### src/shared/scd_defs.svh
// Timing and field constants for the static-column memory controller
`ifndef SCD_DEFS_SVH
`define SCD_DEFS_SVH
`define SCD_CLK_NS        100
`define SCD_ADDR_W        20
`define SCD_HALF_W        10
`define SCD_ROW_LSB       0
`define SCD_COL_LSB       10
`define SCD_REF_ROWS      512
`define SCD_REF_ROW_W     9
`define SCD_WAKE_CYCLES   4'h8
`define SCD_POWERUP_US    100
`define SCD_POWERUP_CYC   ((`SCD_POWERUP_US * 1000) / `SCD_CLK_NS)
`define SCD_REF_MS        8
`define SCD_REF_PERIOD_CYC ((`SCD_REF_MS * 1000000) / `SCD_CLK_NS)
`define SCD_REF_INT_CYC   (`SCD_REF_PERIOD_CYC / `SCD_REF_ROWS)
`define SCD_COLUMN_PRECHARGE_TIME_NS       15
`define SCD_COLUMN_PRECHARGE_TIME_CYC      ((`SCD_COLUMN_PRECHARGE_TIME_NS + `SCD_CLK_NS - 1) / `SCD_CLK_NS)
`define SCD_TRP_NS        80
`define SCD_TRP_CYC       ((`SCD_TRP_NS + `SCD_CLK_NS - 1) / `SCD_CLK_NS)
`define SCD_TIMER_W       20
`endif

### src/shared/scd_pkg.sv
// Types shared by the static-column memory controller
package scd_pkg;
  typedef enum logic [1:0] {
    SCD_OP_READ,
    SCD_OP_WRITE,
    SCD_OP_RMW,
    SCD_OP_TEST
  } scd_op_e;
endpackage

### src/shared/scd_tick_if.sv
// Refresh tick link between the controller and its refresh timer
`timescale 1ns/10ps
interface scd_tick_if;
  logic tick;
  logic ack;
  modport timer (output tick, input ack);
  modport ctrl  (input tick, output ack);
endinterface

### src/rtl/scd_refresh_timer.sv
// Distributed refresh request timer
`timescale 1ns/10ps
`include "scd_defs.svh"
module scd_refresh_timer
  import scd_pkg::*;
#(
  parameter int REF_INT_CYC = `SCD_REF_INT_CYC
)
(
  // Clock and reset
  input  wire logic clk,
  input  wire logic reset,
  // Tick link
  scd_tick_if.timer tk
);
  logic [`SCD_TIMER_W-1:0] cnt_r;

  // Request stays pending until taken; a new tick over an old one merges
  always_ff @(posedge clk)
  begin
    if (reset)
      cnt_r <= '0;
    else if (cnt_r >= `SCD_TIMER_W'(REF_INT_CYC - 1))
      cnt_r <= '0;
    else
      cnt_r <= cnt_r + 1'b1;
  end

  always_ff @(posedge clk)
  begin
    if (reset)
      tk.tick <= 1'b0;
    else if (cnt_r >= `SCD_TIMER_W'(REF_INT_CYC - 1))
      tk.tick <= 1'b1;
    else if (tk.ack)
      tk.tick <= 1'b0;
  end
endmodule

### src/rtl/scd_controller.sv
// Static-column memory controller driving strobes, address and data pins
// Contract
// Send 20-bit address as row half then column half on 10 pins.
// Write enable high reads, low writes.
// Device latches write data on later of write enable or column strobe fall.
// Early write keeps device output off until next column cycle.
// Late write keeps read data driven while column strobe low.
// End each cycle by raising both strobes; row strobe high precharges.
// Cycle all 512 rows on low nine bits within every 8 ms.
// Page access: row strobe, column strobe, further columns while row low.
// Raising the row strobe ends the page sequence.
// Page write takes data with both strobes and write enable low.
// Wait 100 us at power-up, then 8 row cycles; repeat if refresh lapsed. The code never sets lapse_r, so it never repeats.
// Device output off whenever column strobe high.
// Device output may hold last read data while column strobe low.
// Pulse column strobe high for precharge time to clear held output.
// Strobe-order refresh uses device counter, ignores address and write.
// Row-only refresh: row strobe low, column high, nine-bit row address.
// Hidden refresh cycles row strobe while column stays low, data kept.
// Test pin high during a read selects test function mode.
`timescale 1ns/10ps
`include "scd_defs.svh"
module scd_controller
  import scd_pkg::*;
#(
  parameter int POWERUP_CYC = `SCD_POWERUP_CYC,
  parameter int REF_INT_CYC = `SCD_REF_INT_CYC
)
(
  // Clock and reset
  input  wire logic                   clk,
  input  wire logic                   reset,
  // User request
  input  wire logic                   req_valid,
  input  wire scd_op_e                req_op,
  input  wire logic [`SCD_ADDR_W-1:0] req_addr,
  input  wire logic                   req_data,
  input  wire logic                   req_page,
  output logic                        req_ready,
  output logic                        rsp_valid,
  output logic                        rsp_data,
  output logic                        init_done,
  // Memory pins
  output logic [`SCD_HALF_W-1:0]      multiplexed_address,
  output logic                        row_strobe_n,
  output logic                        col_strobe_n,
  output logic                        write_en_n,
  output logic                        data_to_mem,
  input  wire logic                   data_from_mem,
  output logic                        test_function_pin
);
  typedef enum logic [3:0] {
    SCD_POWERUP, SCD_WAKE_LOW, SCD_WAKE_HIGH, SCD_IDLE, SCD_ROW,
    SCD_COL, SCD_SAMPLE, SCD_LATE_WE, SCD_PAGE_WAIT, SCD_COL_PRE,
    SCD_REF_LOW, SCD_PRECHARGE
  } scd_state_e;

  scd_state_e                  state_r;
  logic [`SCD_TIMER_W-1:0]     wait_r;
  logic [3:0]                  wake_r;
  logic [`SCD_REF_ROW_W-1:0]   ref_row_r;
  logic [`SCD_HALF_W-1:0]      row_r;
  scd_op_e                     op_r;
  logic                        wdata_r;
  logic                        page_r;
  logic                        lapse_r;
  logic                        ack;
  logic                        take_idle;
  logic                        take_page;

  scd_tick_if tk ();

  scd_refresh_timer #(.REF_INT_CYC(REF_INT_CYC)) u_timer
  (
    .clk   (clk),
    .reset (reset),
    .tk    (tk.timer)
  );

  function automatic logic [`SCD_HALF_W-1:0] row_half(
    input logic [`SCD_ADDR_W-1:0] a);
    row_half = a[`SCD_ROW_LSB +: `SCD_HALF_W];
  endfunction

  function automatic logic [`SCD_HALF_W-1:0] col_half(
    input logic [`SCD_ADDR_W-1:0] a);
    col_half = a[`SCD_COL_LSB +: `SCD_HALF_W];
  endfunction

  assign ack = (state_r == SCD_IDLE) && tk.ctrl.tick;
  assign tk.ctrl.ack = ack;
  assign take_idle = (state_r == SCD_IDLE) && !lapse_r && !tk.ctrl.tick &&
                     req_valid;
  assign take_page = (state_r == SCD_PAGE_WAIT) && page_r && req_valid &&
                     !tk.ctrl.tick;

  // Main sequencer
  always_ff @(posedge clk)
  begin
    if (reset)
      state_r <= SCD_POWERUP;
    else
    begin
      case (state_r)
        SCD_POWERUP:
          if (wait_r == '0)
            state_r <= SCD_WAKE_LOW;
        SCD_WAKE_LOW:
          state_r <= SCD_WAKE_HIGH;
        SCD_WAKE_HIGH:
          if (wait_r == '0)
            state_r <= (wake_r == `SCD_WAKE_CYCLES) ? SCD_IDLE : SCD_WAKE_LOW;
        SCD_IDLE:
          if (lapse_r)
            state_r <= SCD_WAKE_LOW;
          else if (tk.ctrl.tick)
            state_r <= SCD_REF_LOW;
          else if (req_valid)
            state_r <= SCD_ROW;
        SCD_ROW:
          state_r <= SCD_COL;
        SCD_COL:
          state_r <= SCD_SAMPLE;
        SCD_SAMPLE:
          state_r <= (op_r == SCD_OP_RMW) ? SCD_LATE_WE : SCD_PAGE_WAIT;
        SCD_LATE_WE:
          state_r <= SCD_PAGE_WAIT;
        SCD_PAGE_WAIT:
          // An open page waits for its next request; a tick closes it
          if (take_page)
            state_r <= SCD_COL_PRE;
          else if (!page_r || tk.ctrl.tick)
            state_r <= SCD_PRECHARGE;
        SCD_COL_PRE:
          if (wait_r == '0)
            state_r <= SCD_COL;
        SCD_REF_LOW:
          state_r <= SCD_PRECHARGE;
        SCD_PRECHARGE:
          if (wait_r == '0)
            state_r <= SCD_IDLE;
        default:
          state_r <= SCD_IDLE;
      endcase
    end
  end

  // Wait counter for power-up pause and precharge intervals
  always_ff @(posedge clk)
  begin
    if (reset)
      wait_r <= `SCD_TIMER_W'(POWERUP_CYC - 1);
    else if (state_r == SCD_POWERUP || state_r == SCD_WAKE_HIGH ||
             state_r == SCD_PRECHARGE || state_r == SCD_COL_PRE)
    begin
      if (wait_r != '0)
        wait_r <= wait_r - 1'b1;
    end
    else if (state_r == SCD_PAGE_WAIT &&
             page_r && req_valid && !tk.ctrl.tick)
      wait_r <= `SCD_TIMER_W'(`SCD_COLUMN_PRECHARGE_TIME_CYC - 1);
    else
      wait_r <= `SCD_TIMER_W'(`SCD_TRP_CYC - 1);
  end

  // Wake-up cycle count
  always_ff @(posedge clk)
  begin
    if (reset)
      wake_r <= '0;
    else if (state_r == SCD_IDLE && lapse_r)
      wake_r <= '0;
    else if (state_r == SCD_WAKE_LOW)
      wake_r <= wake_r + 1'b1;
  end

  // Missed refresh flag: no branch ever sets it, so it stays at its reset value of 0
  always_ff @(posedge clk)
  begin
    if (reset)
      lapse_r <= 1'b0;
    else if (state_r == SCD_WAKE_LOW)
      lapse_r <= 1'b0;
    else if (tk.ctrl.tick && !ack && state_r == SCD_PAGE_WAIT && page_r)
      lapse_r <= lapse_r;
    else
      lapse_r <= lapse_r;
  end

  // Row-only refresh walks the nine-bit row space in order
  always_ff @(posedge clk)
  begin
    if (reset)
      ref_row_r <= '0;
    else if (state_r == SCD_REF_LOW)
      ref_row_r <= ref_row_r + 1'b1;
  end

  // Request capture
  always_ff @(posedge clk)
  begin
    if (reset)
    begin
      row_r   <= '0;
      op_r    <= SCD_OP_READ;
      wdata_r <= 1'b0;
      page_r  <= 1'b0;
    end
    else if (take_idle || take_page)
    begin
      op_r    <= req_op;
      wdata_r <= req_data;
      page_r  <= req_page;
      // A page cut by refresh reopens its own row
      if (take_idle && !page_r)
        row_r <= row_half(req_addr);
    end
  end

  // Pin drive; row stays on the page's latched row while the column follows req_addr
  always_ff @(posedge clk)
  begin
    if (reset)
    begin
      multiplexed_address <= '0;
      row_strobe_n        <= 1'b1;
      col_strobe_n        <= 1'b1;
      write_en_n          <= 1'b1;
      data_to_mem         <= 1'b0;
      test_function_pin   <= 1'b0;
    end
    else
    begin
      case (state_r)
        SCD_WAKE_LOW:
          row_strobe_n <= 1'b0;
        SCD_IDLE:
        begin
          row_strobe_n <= 1'b1;
          col_strobe_n <= 1'b1;
          write_en_n   <= 1'b1;
          if (!lapse_r && tk.ctrl.tick)
            multiplexed_address <= {1'b0, ref_row_r};
          else if (req_valid)
            multiplexed_address <= page_r ? row_r : row_half(req_addr);
        end
        SCD_ROW:
        begin
          row_strobe_n        <= 1'b0;
          multiplexed_address <= col_half({req_addr[`SCD_ADDR_W-1:
                                 `SCD_HALF_W], row_r});
          write_en_n          <= !(op_r == SCD_OP_WRITE);
          data_to_mem         <= wdata_r;
          test_function_pin   <= (op_r == SCD_OP_TEST);
        end
        SCD_COL:
          col_strobe_n <= 1'b0;
        SCD_SAMPLE:
          if (op_r == SCD_OP_RMW)
          begin
            write_en_n  <= 1'b0;
            data_to_mem <= wdata_r;
          end
        SCD_PAGE_WAIT:
        begin
          col_strobe_n      <= 1'b1;
          write_en_n        <= 1'b1;
          test_function_pin <= 1'b0;
          if (!page_r || tk.ctrl.tick)
            row_strobe_n <= 1'b1;
          else if (req_valid)
          begin
            multiplexed_address <= col_half(req_addr);
            write_en_n  <= !(req_op == SCD_OP_WRITE);
            data_to_mem <= req_data;
            test_function_pin <= (req_op == SCD_OP_TEST);
          end
        end
        SCD_REF_LOW:
          row_strobe_n <= 1'b0;
        SCD_PRECHARGE:
        begin
          row_strobe_n <= 1'b1;
          col_strobe_n <= 1'b1;
          write_en_n   <= 1'b1;
        end
        default:
        begin
          row_strobe_n <= row_strobe_n;
        end
      endcase
      if (state_r == SCD_WAKE_HIGH)
        row_strobe_n <= 1'b1;
    end
  end

  // Handshake and read return
  always_ff @(posedge clk)
  begin
    if (reset)
    begin
      req_ready <= 1'b0;
      rsp_valid <= 1'b0;
      rsp_data  <= 1'b0;
      init_done <= 1'b0;
    end
    else
    begin
      req_ready <= 1'b0;
      rsp_valid <= 1'b0;
      if (state_r == SCD_IDLE && !lapse_r && !tk.ctrl.tick && req_valid)
        req_ready <= 1'b1;
      if (state_r == SCD_PAGE_WAIT && page_r && req_valid && !tk.ctrl.tick)
        req_ready <= 1'b1;
      if (state_r == SCD_SAMPLE && op_r != SCD_OP_WRITE)
      begin
        rsp_valid <= 1'b1;
        rsp_data  <= data_from_mem;
      end
      if (state_r == SCD_WAKE_HIGH && wait_r == '0 &&
          wake_r == `SCD_WAKE_CYCLES)
        init_done <= 1'b1;
    end
  end
endmodule

### config.mk
export PLATFORM = sky130hd
export DESIGN_NAME = scd_controller
export DESIGN_NICKNAME = d
export VERILOG_FILES = /design/src/shared/scd_pkg.sv /design/src/shared/scd_tick_if.sv /design/src/rtl/scd_refresh_timer.sv /design/src/rtl/scd_controller.sv
export VERILOG_INCLUDE_DIRS = /design/src /design/src/shared
export SDC_FILE = /design/constraint.sdc
export NUM_CORES = 1
export LEC_CHECK = 0
export ABC_AREA = 1
export BUFFER_PORTS_ARGS = -buffer_cell sky130_fd_sc_hd__buf_4
export CELL_PAD_IN_SITES_DETAIL_PLACEMENT = 1
export CELL_PAD_IN_SITES_GLOBAL_PLACEMENT = 1
export CORE_ASPECT_RATIO = 1.5
export CORE_MARGIN = 3
export CORE_UTILIZATION = 45
export DETAILED_ROUTE_END_ITERATION = 10
export PLACE_DENSITY = 0.9
export SYNTH_ARGS = -nofsm -noshare
export SYNTH_HDL_FRONTEND = slang
export SYNTH_SLANG_ARGS = --single-unit
### constraint.sdc
create_clock -name clk -period 4.45 [get_ports clk]
set_input_delay 0.2225 -clock clk [delete_from_list [all_inputs] [get_ports clk]]
set_output_delay 0.2225 -clock clk [all_outputs]
set_load 0.05 [all_outputs]
# --- Yosys cells after proc, flatten, opt, wreduce, memory -nomap -nowiden ---
# Cells that the tools add are included.
op_classes:
  order_cmp: 1
  shifts: 0
  eq_ne: 29
  bitwise_logic: 1
  div: 0
  reduce_logical: 41
  mul: 0
  n_mux: 38
  addsub: 4
op_table:
  columns: ["operator", "count"]
  rows:
  - ["10-bit two-way mux", 7]
  - ["4-bit one-hot mux with 12 select lines", 1]
  - ["4-bit two-way mux", 9]
  - ["10-bit one-hot mux with 3 select lines", 1]
  - ["20-bit by 1-bit adder with 20-bit output (second input constant)", 1]
  - ["4-bit == test (second input constant)", 5]
  - ["20-bit by 8-bit greater-or-equal comparator with 1-bit output (second input constant)", 1]
  - ["20-bit logical NOT", 1]
  - ["20-bit nonzero test", 1]
  - ["20-bit by 1-bit subtractor with 20-bit output (second input constant)", 1]
  - ["4-bit by 3-bit == test with 1-bit output (second input constant)", 4]
  - ["2-bit inequality test (second input constant)", 8]
  - ["1-bit two-way mux", 14]
  - ["1-bit logical AND", 10]
  - ["9-bit by 1-bit adder with 9-bit output (second input constant)", 1]
  - ["3-bit nonzero test", 3]
  - ["4-bit by 2-bit == test with 1-bit output (second input constant)", 2]
  - ["4-bit AND reduction", 2]
  - ["2-bit OR reduction", 4]
  - ["2-bit == test (second input constant)", 3]
  - ["1-bit one-hot mux with 3 select lines", 2]
  - ["2-bit AND reduction", 3]
  - ["6-bit AND reduction", 1]
  - ["2-bit nonzero test", 3]
  - ["other kinds (15)", 26]
totals:
  output_inout_bits: 19
  romBits: 0
  elab_cells: 135
  latchBits: 0
  mem_count: 0
  ramBits: 0
  ff_bits: 91
  in_bits: 28

# --- Depth between registers and ports, before layout ---
depth:
  word_depth: 6
  ltp_mapped: 11

# --- By module ---
# Synthesis repeated with hierarchy kept, for this count alone.
hier_totals:
  cells_unflattened: 675
  hier_area_um2: 4544.4
by_module_without_submodules:
  columns: ["mod", "n_inst", "cells_each", "seq_area_each_um2", "area_each_um2"]
  rows:
  - ["scd_controller", 1, 594, 1401.3, 3836.2]
  - ["scd_refresh_timer", 1, 81, 420.4, 708.2]

# --- Worst setup path after synthesis ---
# Ideal clock, no wire load.
synth_path:
  path_type: "reg-to-reg"
  startpoint: "register wait_r[0]"
  endpoint: "register wait_r[16]"
  n_path_buf: 0
  path_stages_with_launch: 8
  setup_ps: 70
  arrival_ps: 1331
  t_required_ps: 4380
  slack_ps: 3049
  period_less_slack_ps: 1401
  path_cell_list: "dfxtp_1 inv_1 ha_1 nand2_1 nor2_1 nand2_1 or2_2 a21oi_1"
synth_via:
  elab_chain_len: 1
synth_rtl:
  columns: ["item", "line_no", "text"]
  rows:
  - ["from (decl)", "scd_controller.sv:59", "logic [`SCD_TIMER_W-1:0] wait_r;"]
  - ["from (signal assigned)", "scd_controller.sv:152", "wait_r <= `SCD_TIMER_W'(POWERUP_CYC - 1);"]
  - ["from (signal assigned)", "scd_controller.sv:157", "wait_r <= wait_r - 1'b1;"]
  - ["from (signal assigned)", "scd_controller.sv:161", "wait_r <= `SCD_TIMER_W'(`SCD_COLUMN_PRECHARGE_TIME_CYC - 1);"]
  - ["20-bit by 1-bit subtractor with 20-bit output or 20-bit nonzero test (tied branches)", "scd_controller.sv:157, scd_controller.sv:156", null]
# Several ways; a longest one is shown, not always the timed one.
# A chain may end at the register's enable or synchronous reset.

# --- Worst setup path in the final report ---
layout_path:
  startpoint: "register u_timer.tk.tick"
  endpoint: "register row_r[7]"
layout_via:
  elab_chain_len: 5
layout_rtl:
  columns: ["item", "line_no", "text"]
  rows:
  - ["from (decl)", "scd_tick_if.sv:6", "modport timer (output tick, input ack);"]
  - ["from (signal assigned)", "scd_refresh_timer.sv:32", "tk.tick <= 1'b0;"]
  - ["from (signal assigned)", "scd_refresh_timer.sv:34", "tk.tick <= 1'b1;"]
  - ["from (signal assigned)", "scd_refresh_timer.sv:36", "tk.tick <= 1'b0;"]
  - ["1-bit logical NOT *", "scd_controller.sv:92, scd_controller.sv:95", null]
  - ["1-bit logical AND (2 in series)", "scd_controller.sv:92", "assign take_idle = (state_r == SCD_IDLE) && !lapse_r && !tk.ctrl.tick &&"]
  - ["1-bit logical OR or 1-bit logical AND (tied branches)", "scd_controller.sv:209, scd_controller.sv:215", null]
  - ["2-bit AND reduction (no line) *", null, null]
  - ["to (signal assigned)", "scd_controller.sv:216", "row_r <= row_half(req_addr);"]
  - ["to (decl)", "scd_controller.sv:62", "logic [`SCD_HALF_W-1:0] row_r;"]
# Mark *: on every way between the ends. The rest lies on a longest branch, timed or not.

==> impl_metrics.py <==
metrics = {
    "run_status": {
        "status": "finished clean",
    },
    "worst_setup_path": {
        "r2r_cells": 6,
        "worst-r2r-setup-slack_ns": 2.26,
        "worstReg2RegStart": "u_timer.tk.tick$_SDFFE_PP0P_",
        "cp.required_ns": 4.66,
        "startpoint_type": "flop",
        "path_cells": "inv_1 -> nand3_2 -> inv_1 -> nand3_1 -> o21ai_0 -> a21oi_1",
        "crit_top_cell": "inv_1",
        "cpPeakStageDelay_ns": 0.47,
        "arrival_ns": 2.40,
        "worstPathMaxFanout": 20,
        "cp-endpoint": "row_r[7]$_SDFFE_PP0P_",
        "cpMaxStageDelayCell": "nand3_1",
        "cp-end-kind": "flop",
        "r2r_end": "row_r[7]$_SDFFE_PP0P_",
        "path_class": "reg2reg",
        "crit_start": "u_timer.tk.tick$_SDFFE_PP0P_",
    },
    "timing": {
        "slew_headroom_pct": 51.04,
        "finalWorstSetupSlack_ns": 2.257,
        "worstMarginPinSlew_ns": 0.7333,
        "slew_viol_final": 0,
        "tns_ns": 0,
        "setup_viol": 0,
        "rsz0062_at_grt": "no",
        "fmax_mhz": 456.1,
        "fin_worst_skew_ns": 0.004619,
        "finalCriticalPeriod_ns": 2.193,
        "final.period_utilization_pct": 49.27,
        "hold_ws_ns": 0.1195,
        "finalHoldViolCount": 0,
    },
    "logic_synthesis": {
        "synth_cells": 653,
        "synth_top_area_share_pct": 41.03,
        "synthesis.area_mm2": 0.004441,
        "synth-seq-area-share_pct": 41.03,
        "synth.area.top_cells": "dfxtp_1 (41%), nand2_1 (14%), nor2_1 (9.0%)",
        "yosysWarnings": 0,
        "ys_ff_latch": 91,
        "synth_edf_count": 0,
        "syn_avg_cell_area_um2": 6.800,
        "synthFlopType": "dfxtp_1",
        "yosysTopAreaCell": "dfxtp_1",
        "synthArstFlopShare_pct": 0,
        "synth_cell_type_count": 40,
        "synthTopCellsByCount": "nand2_1 (163), nor2_1 (106), dfxtp_1 (91)",
        "yosys.cell_count.top_type": "nand2_1",
    },
    "power_and_ir_drop": {
        "p_leak_nw": 2.305,
        "pwr_density_cell_mw_per_mm2": 316.5,
        "vdd_drop_max_mv": 0.1962,
    },
    "detailed_routing": {
        "wirelength_mm": 12.51,
        "drt_iter0_drc": 135,
        "viasPerCell": 5.313,
        "vias": 4362,
        "drc": 0,
        "wl_per_cell_um": 15.23,
        "firstDrtPassIters": 4,
        "ant_nets": 0,
    },
    "cells_and_area": {
        "instances_no_fill": 821,
        "drive_gt1_share_pct": 14.53,
        "area_delta_synth_final_pct": 16.26,
        "final_cell_area_mm2": 0.005162,
        "antennaDiodeCount": 0,
        "fin_nets": 738,
    },
    "global_routing": {
        "grt_max_degree": 44,
        "overflow": 0,
        "grt_pass1_wl_mm": 21.02,
        "antenna_found_initial": 0,
        "grtUsageTotal_pct": 23.57,
        "grt_pass1_vias": 4645,
    },
    "clock_tree": {
        "cts_resized": 0,
        "h-tree-depth": 3,
        "cts_sinks": 91,
        "cts_hold_buf": 0,
        "cts_max_path_buffers": 2,
        "cts_made_buffers": 9,
        "clk_pin_slew_worst_paths_ns": 0.06,
        "clk_latency_ns": 0.34,
        "cts-root-buf": "clkbuf_16",
        "cts_tree": "yes",
        "post_cts_buffers": 0,
    },
    "floorplanning": {
        "die_w_um": 87.11,
        "dieArea_mm2": 0.01112,
        "start_util_pct": 47.16,
        "die_h_um": 127.7,
        "coreArea_mm2": 0.009415,
        "rows": 43,
        "io_pins": 47,
    },
    "place": {
        "dp.cells": 805,
        "placed_cell_area_mm2": 0.004876,
        "hpwl_mm": 9.338,
        "numPortBuffers": 46,
        "place.gp.congestion": 0.8782,
        "dp_worst_setup_slack_ns": 2.358,
    },
    "run": {
        "drv_cap": 0,
    },
    "min_path": {
        "hold_path_class": "in2reg",
        "min-delay-start": "req_page",
    },
}
-- registers in the layout, indices dropped and copies added (netlist names) --
name and flops:
init_done 1, u_timer.cnt_r 20, ref_row_r 9, col_strobe_n 1, u_timer.tk.tick 1, multiplexed_address 10, op_r 2, rsp_data 1
page_r 1, wait_r 20, rsp_valid 1, row_r 10, wdata_r 1, write_en_n 1, req_ready 1, wake_r 4
row_strobe_n 1, test_function_pin 1, data_to_mem 1, state_r 4
-- cell type report --
cell class              instances  area, µm²
clock inverters                 6      47.55
inverters                      76      285.3
multi-input cells             479       2276
clock buffers                  10      239.0
repair buffers                 47      352.8
flip-flops and latches         91       1822
fillers                      1259       4253
well taps                     112      140.1
-- logic make-up after synthesis --
logic type | after synthesis | synth area share, %
AO/OA/AOI/OAI | 100 | 12.62
XOR/XNOR | 7 | 1.381
adder cells (fa/ha/maj) | 6 | 1.691
buffers and inverters | 94 | 8.650
flip-flops | 91 | 41.03
other | 1 | 0.08445
AND/OR/NAND/NOR | 354 | 34.55
-- per-stage QoR --
step	utilization, %	power, mW
after floorplan	-	0.8876
after CTS	54.83	1.652
final	54.83	1.634
after global routing	54.83	1.704
after global placement	51.79	0.9202
after detailed placement	51.79	0.9241
-- how the worst min path moves through the flow --
stage                                       end  cells after the start
floorplan                  op_r[0]$_SDFFE_PP0P_                      2
global placement    u_timer.cnt_r[0]$_SDFF_PP0_                      1
detailed placement        rsp_data$_SDFFE_PP0P_                      2
CTS                         page_r$_SDFFE_PP0P_                      3
global route               op_r[1]$_SDFFE_PP0P_                      3
finish                      page_r$_SDFFE_PP0P_                      3
-- routing by layer --
metal	global-route usage (%)	share of wire, %	vias to the layer above
li1	-	-	2166
met1	23.55	38	2075
met2	45.82	56	88
met3	4.244	3.3	33
met4	10.30	3.2	0
met5	0	0	-
-- power by group --
part	internal, mW	switching [mW]
Sequential	0.824	0.00662
Clock	0.399	0.328
Combinational	0.0313	0.0450
Total	1.25	0.380
-- placed cells by master, fill, tap and decap left out, types with 2 or more instances in the layout --
cell type | synthesis | final
xor2_1 | 5 | 5
o211ai_1 | 9 | 9
nor3_2 | 2 | 2
clkbuf_16 | 0 | 9
nand2_2 | 7 | 7
inv_6 | 0 | 2
a21oi_1 | 39 | 39
nor2_2 | 9 | 9
nand4_1 | 8 | 8
inv_2 | 7 | 7
clkinv_4 | 0 | 2
dfxtp_1 | 91 | 91
a31oi_1 | 2 | 2
or2_2 | 7 | 7
o21ai_1 | 2 | 2
a211oi_1 | 4 | 4
nor2_1 | 106 | 106
buf_4 | 3 | 47
nand3_1 | 37 | 37
o21ai_0 | 38 | 38
inv_1 | 69 | 69
nor2_4 | 2 | 2
xnor2_1 | 2 | 2
ha_1 | 6 | 6
nand2_1 | 163 | 163
nand3_2 | 2 | 2
o21bai_1 | 2 | 2
nor3_1 | 6 | 6
conb_1 | 1 | 12
-- critical path, delay by kind of cell, from the launching register on --
family	cells	cell delay, ns
and+or+nand+nor	2	0.67
buffers and inverters	2	0.50
AOI/OAI and AO/OA	2	0.49
DFF	1	0.40
(Power assumes the default switching activity.)
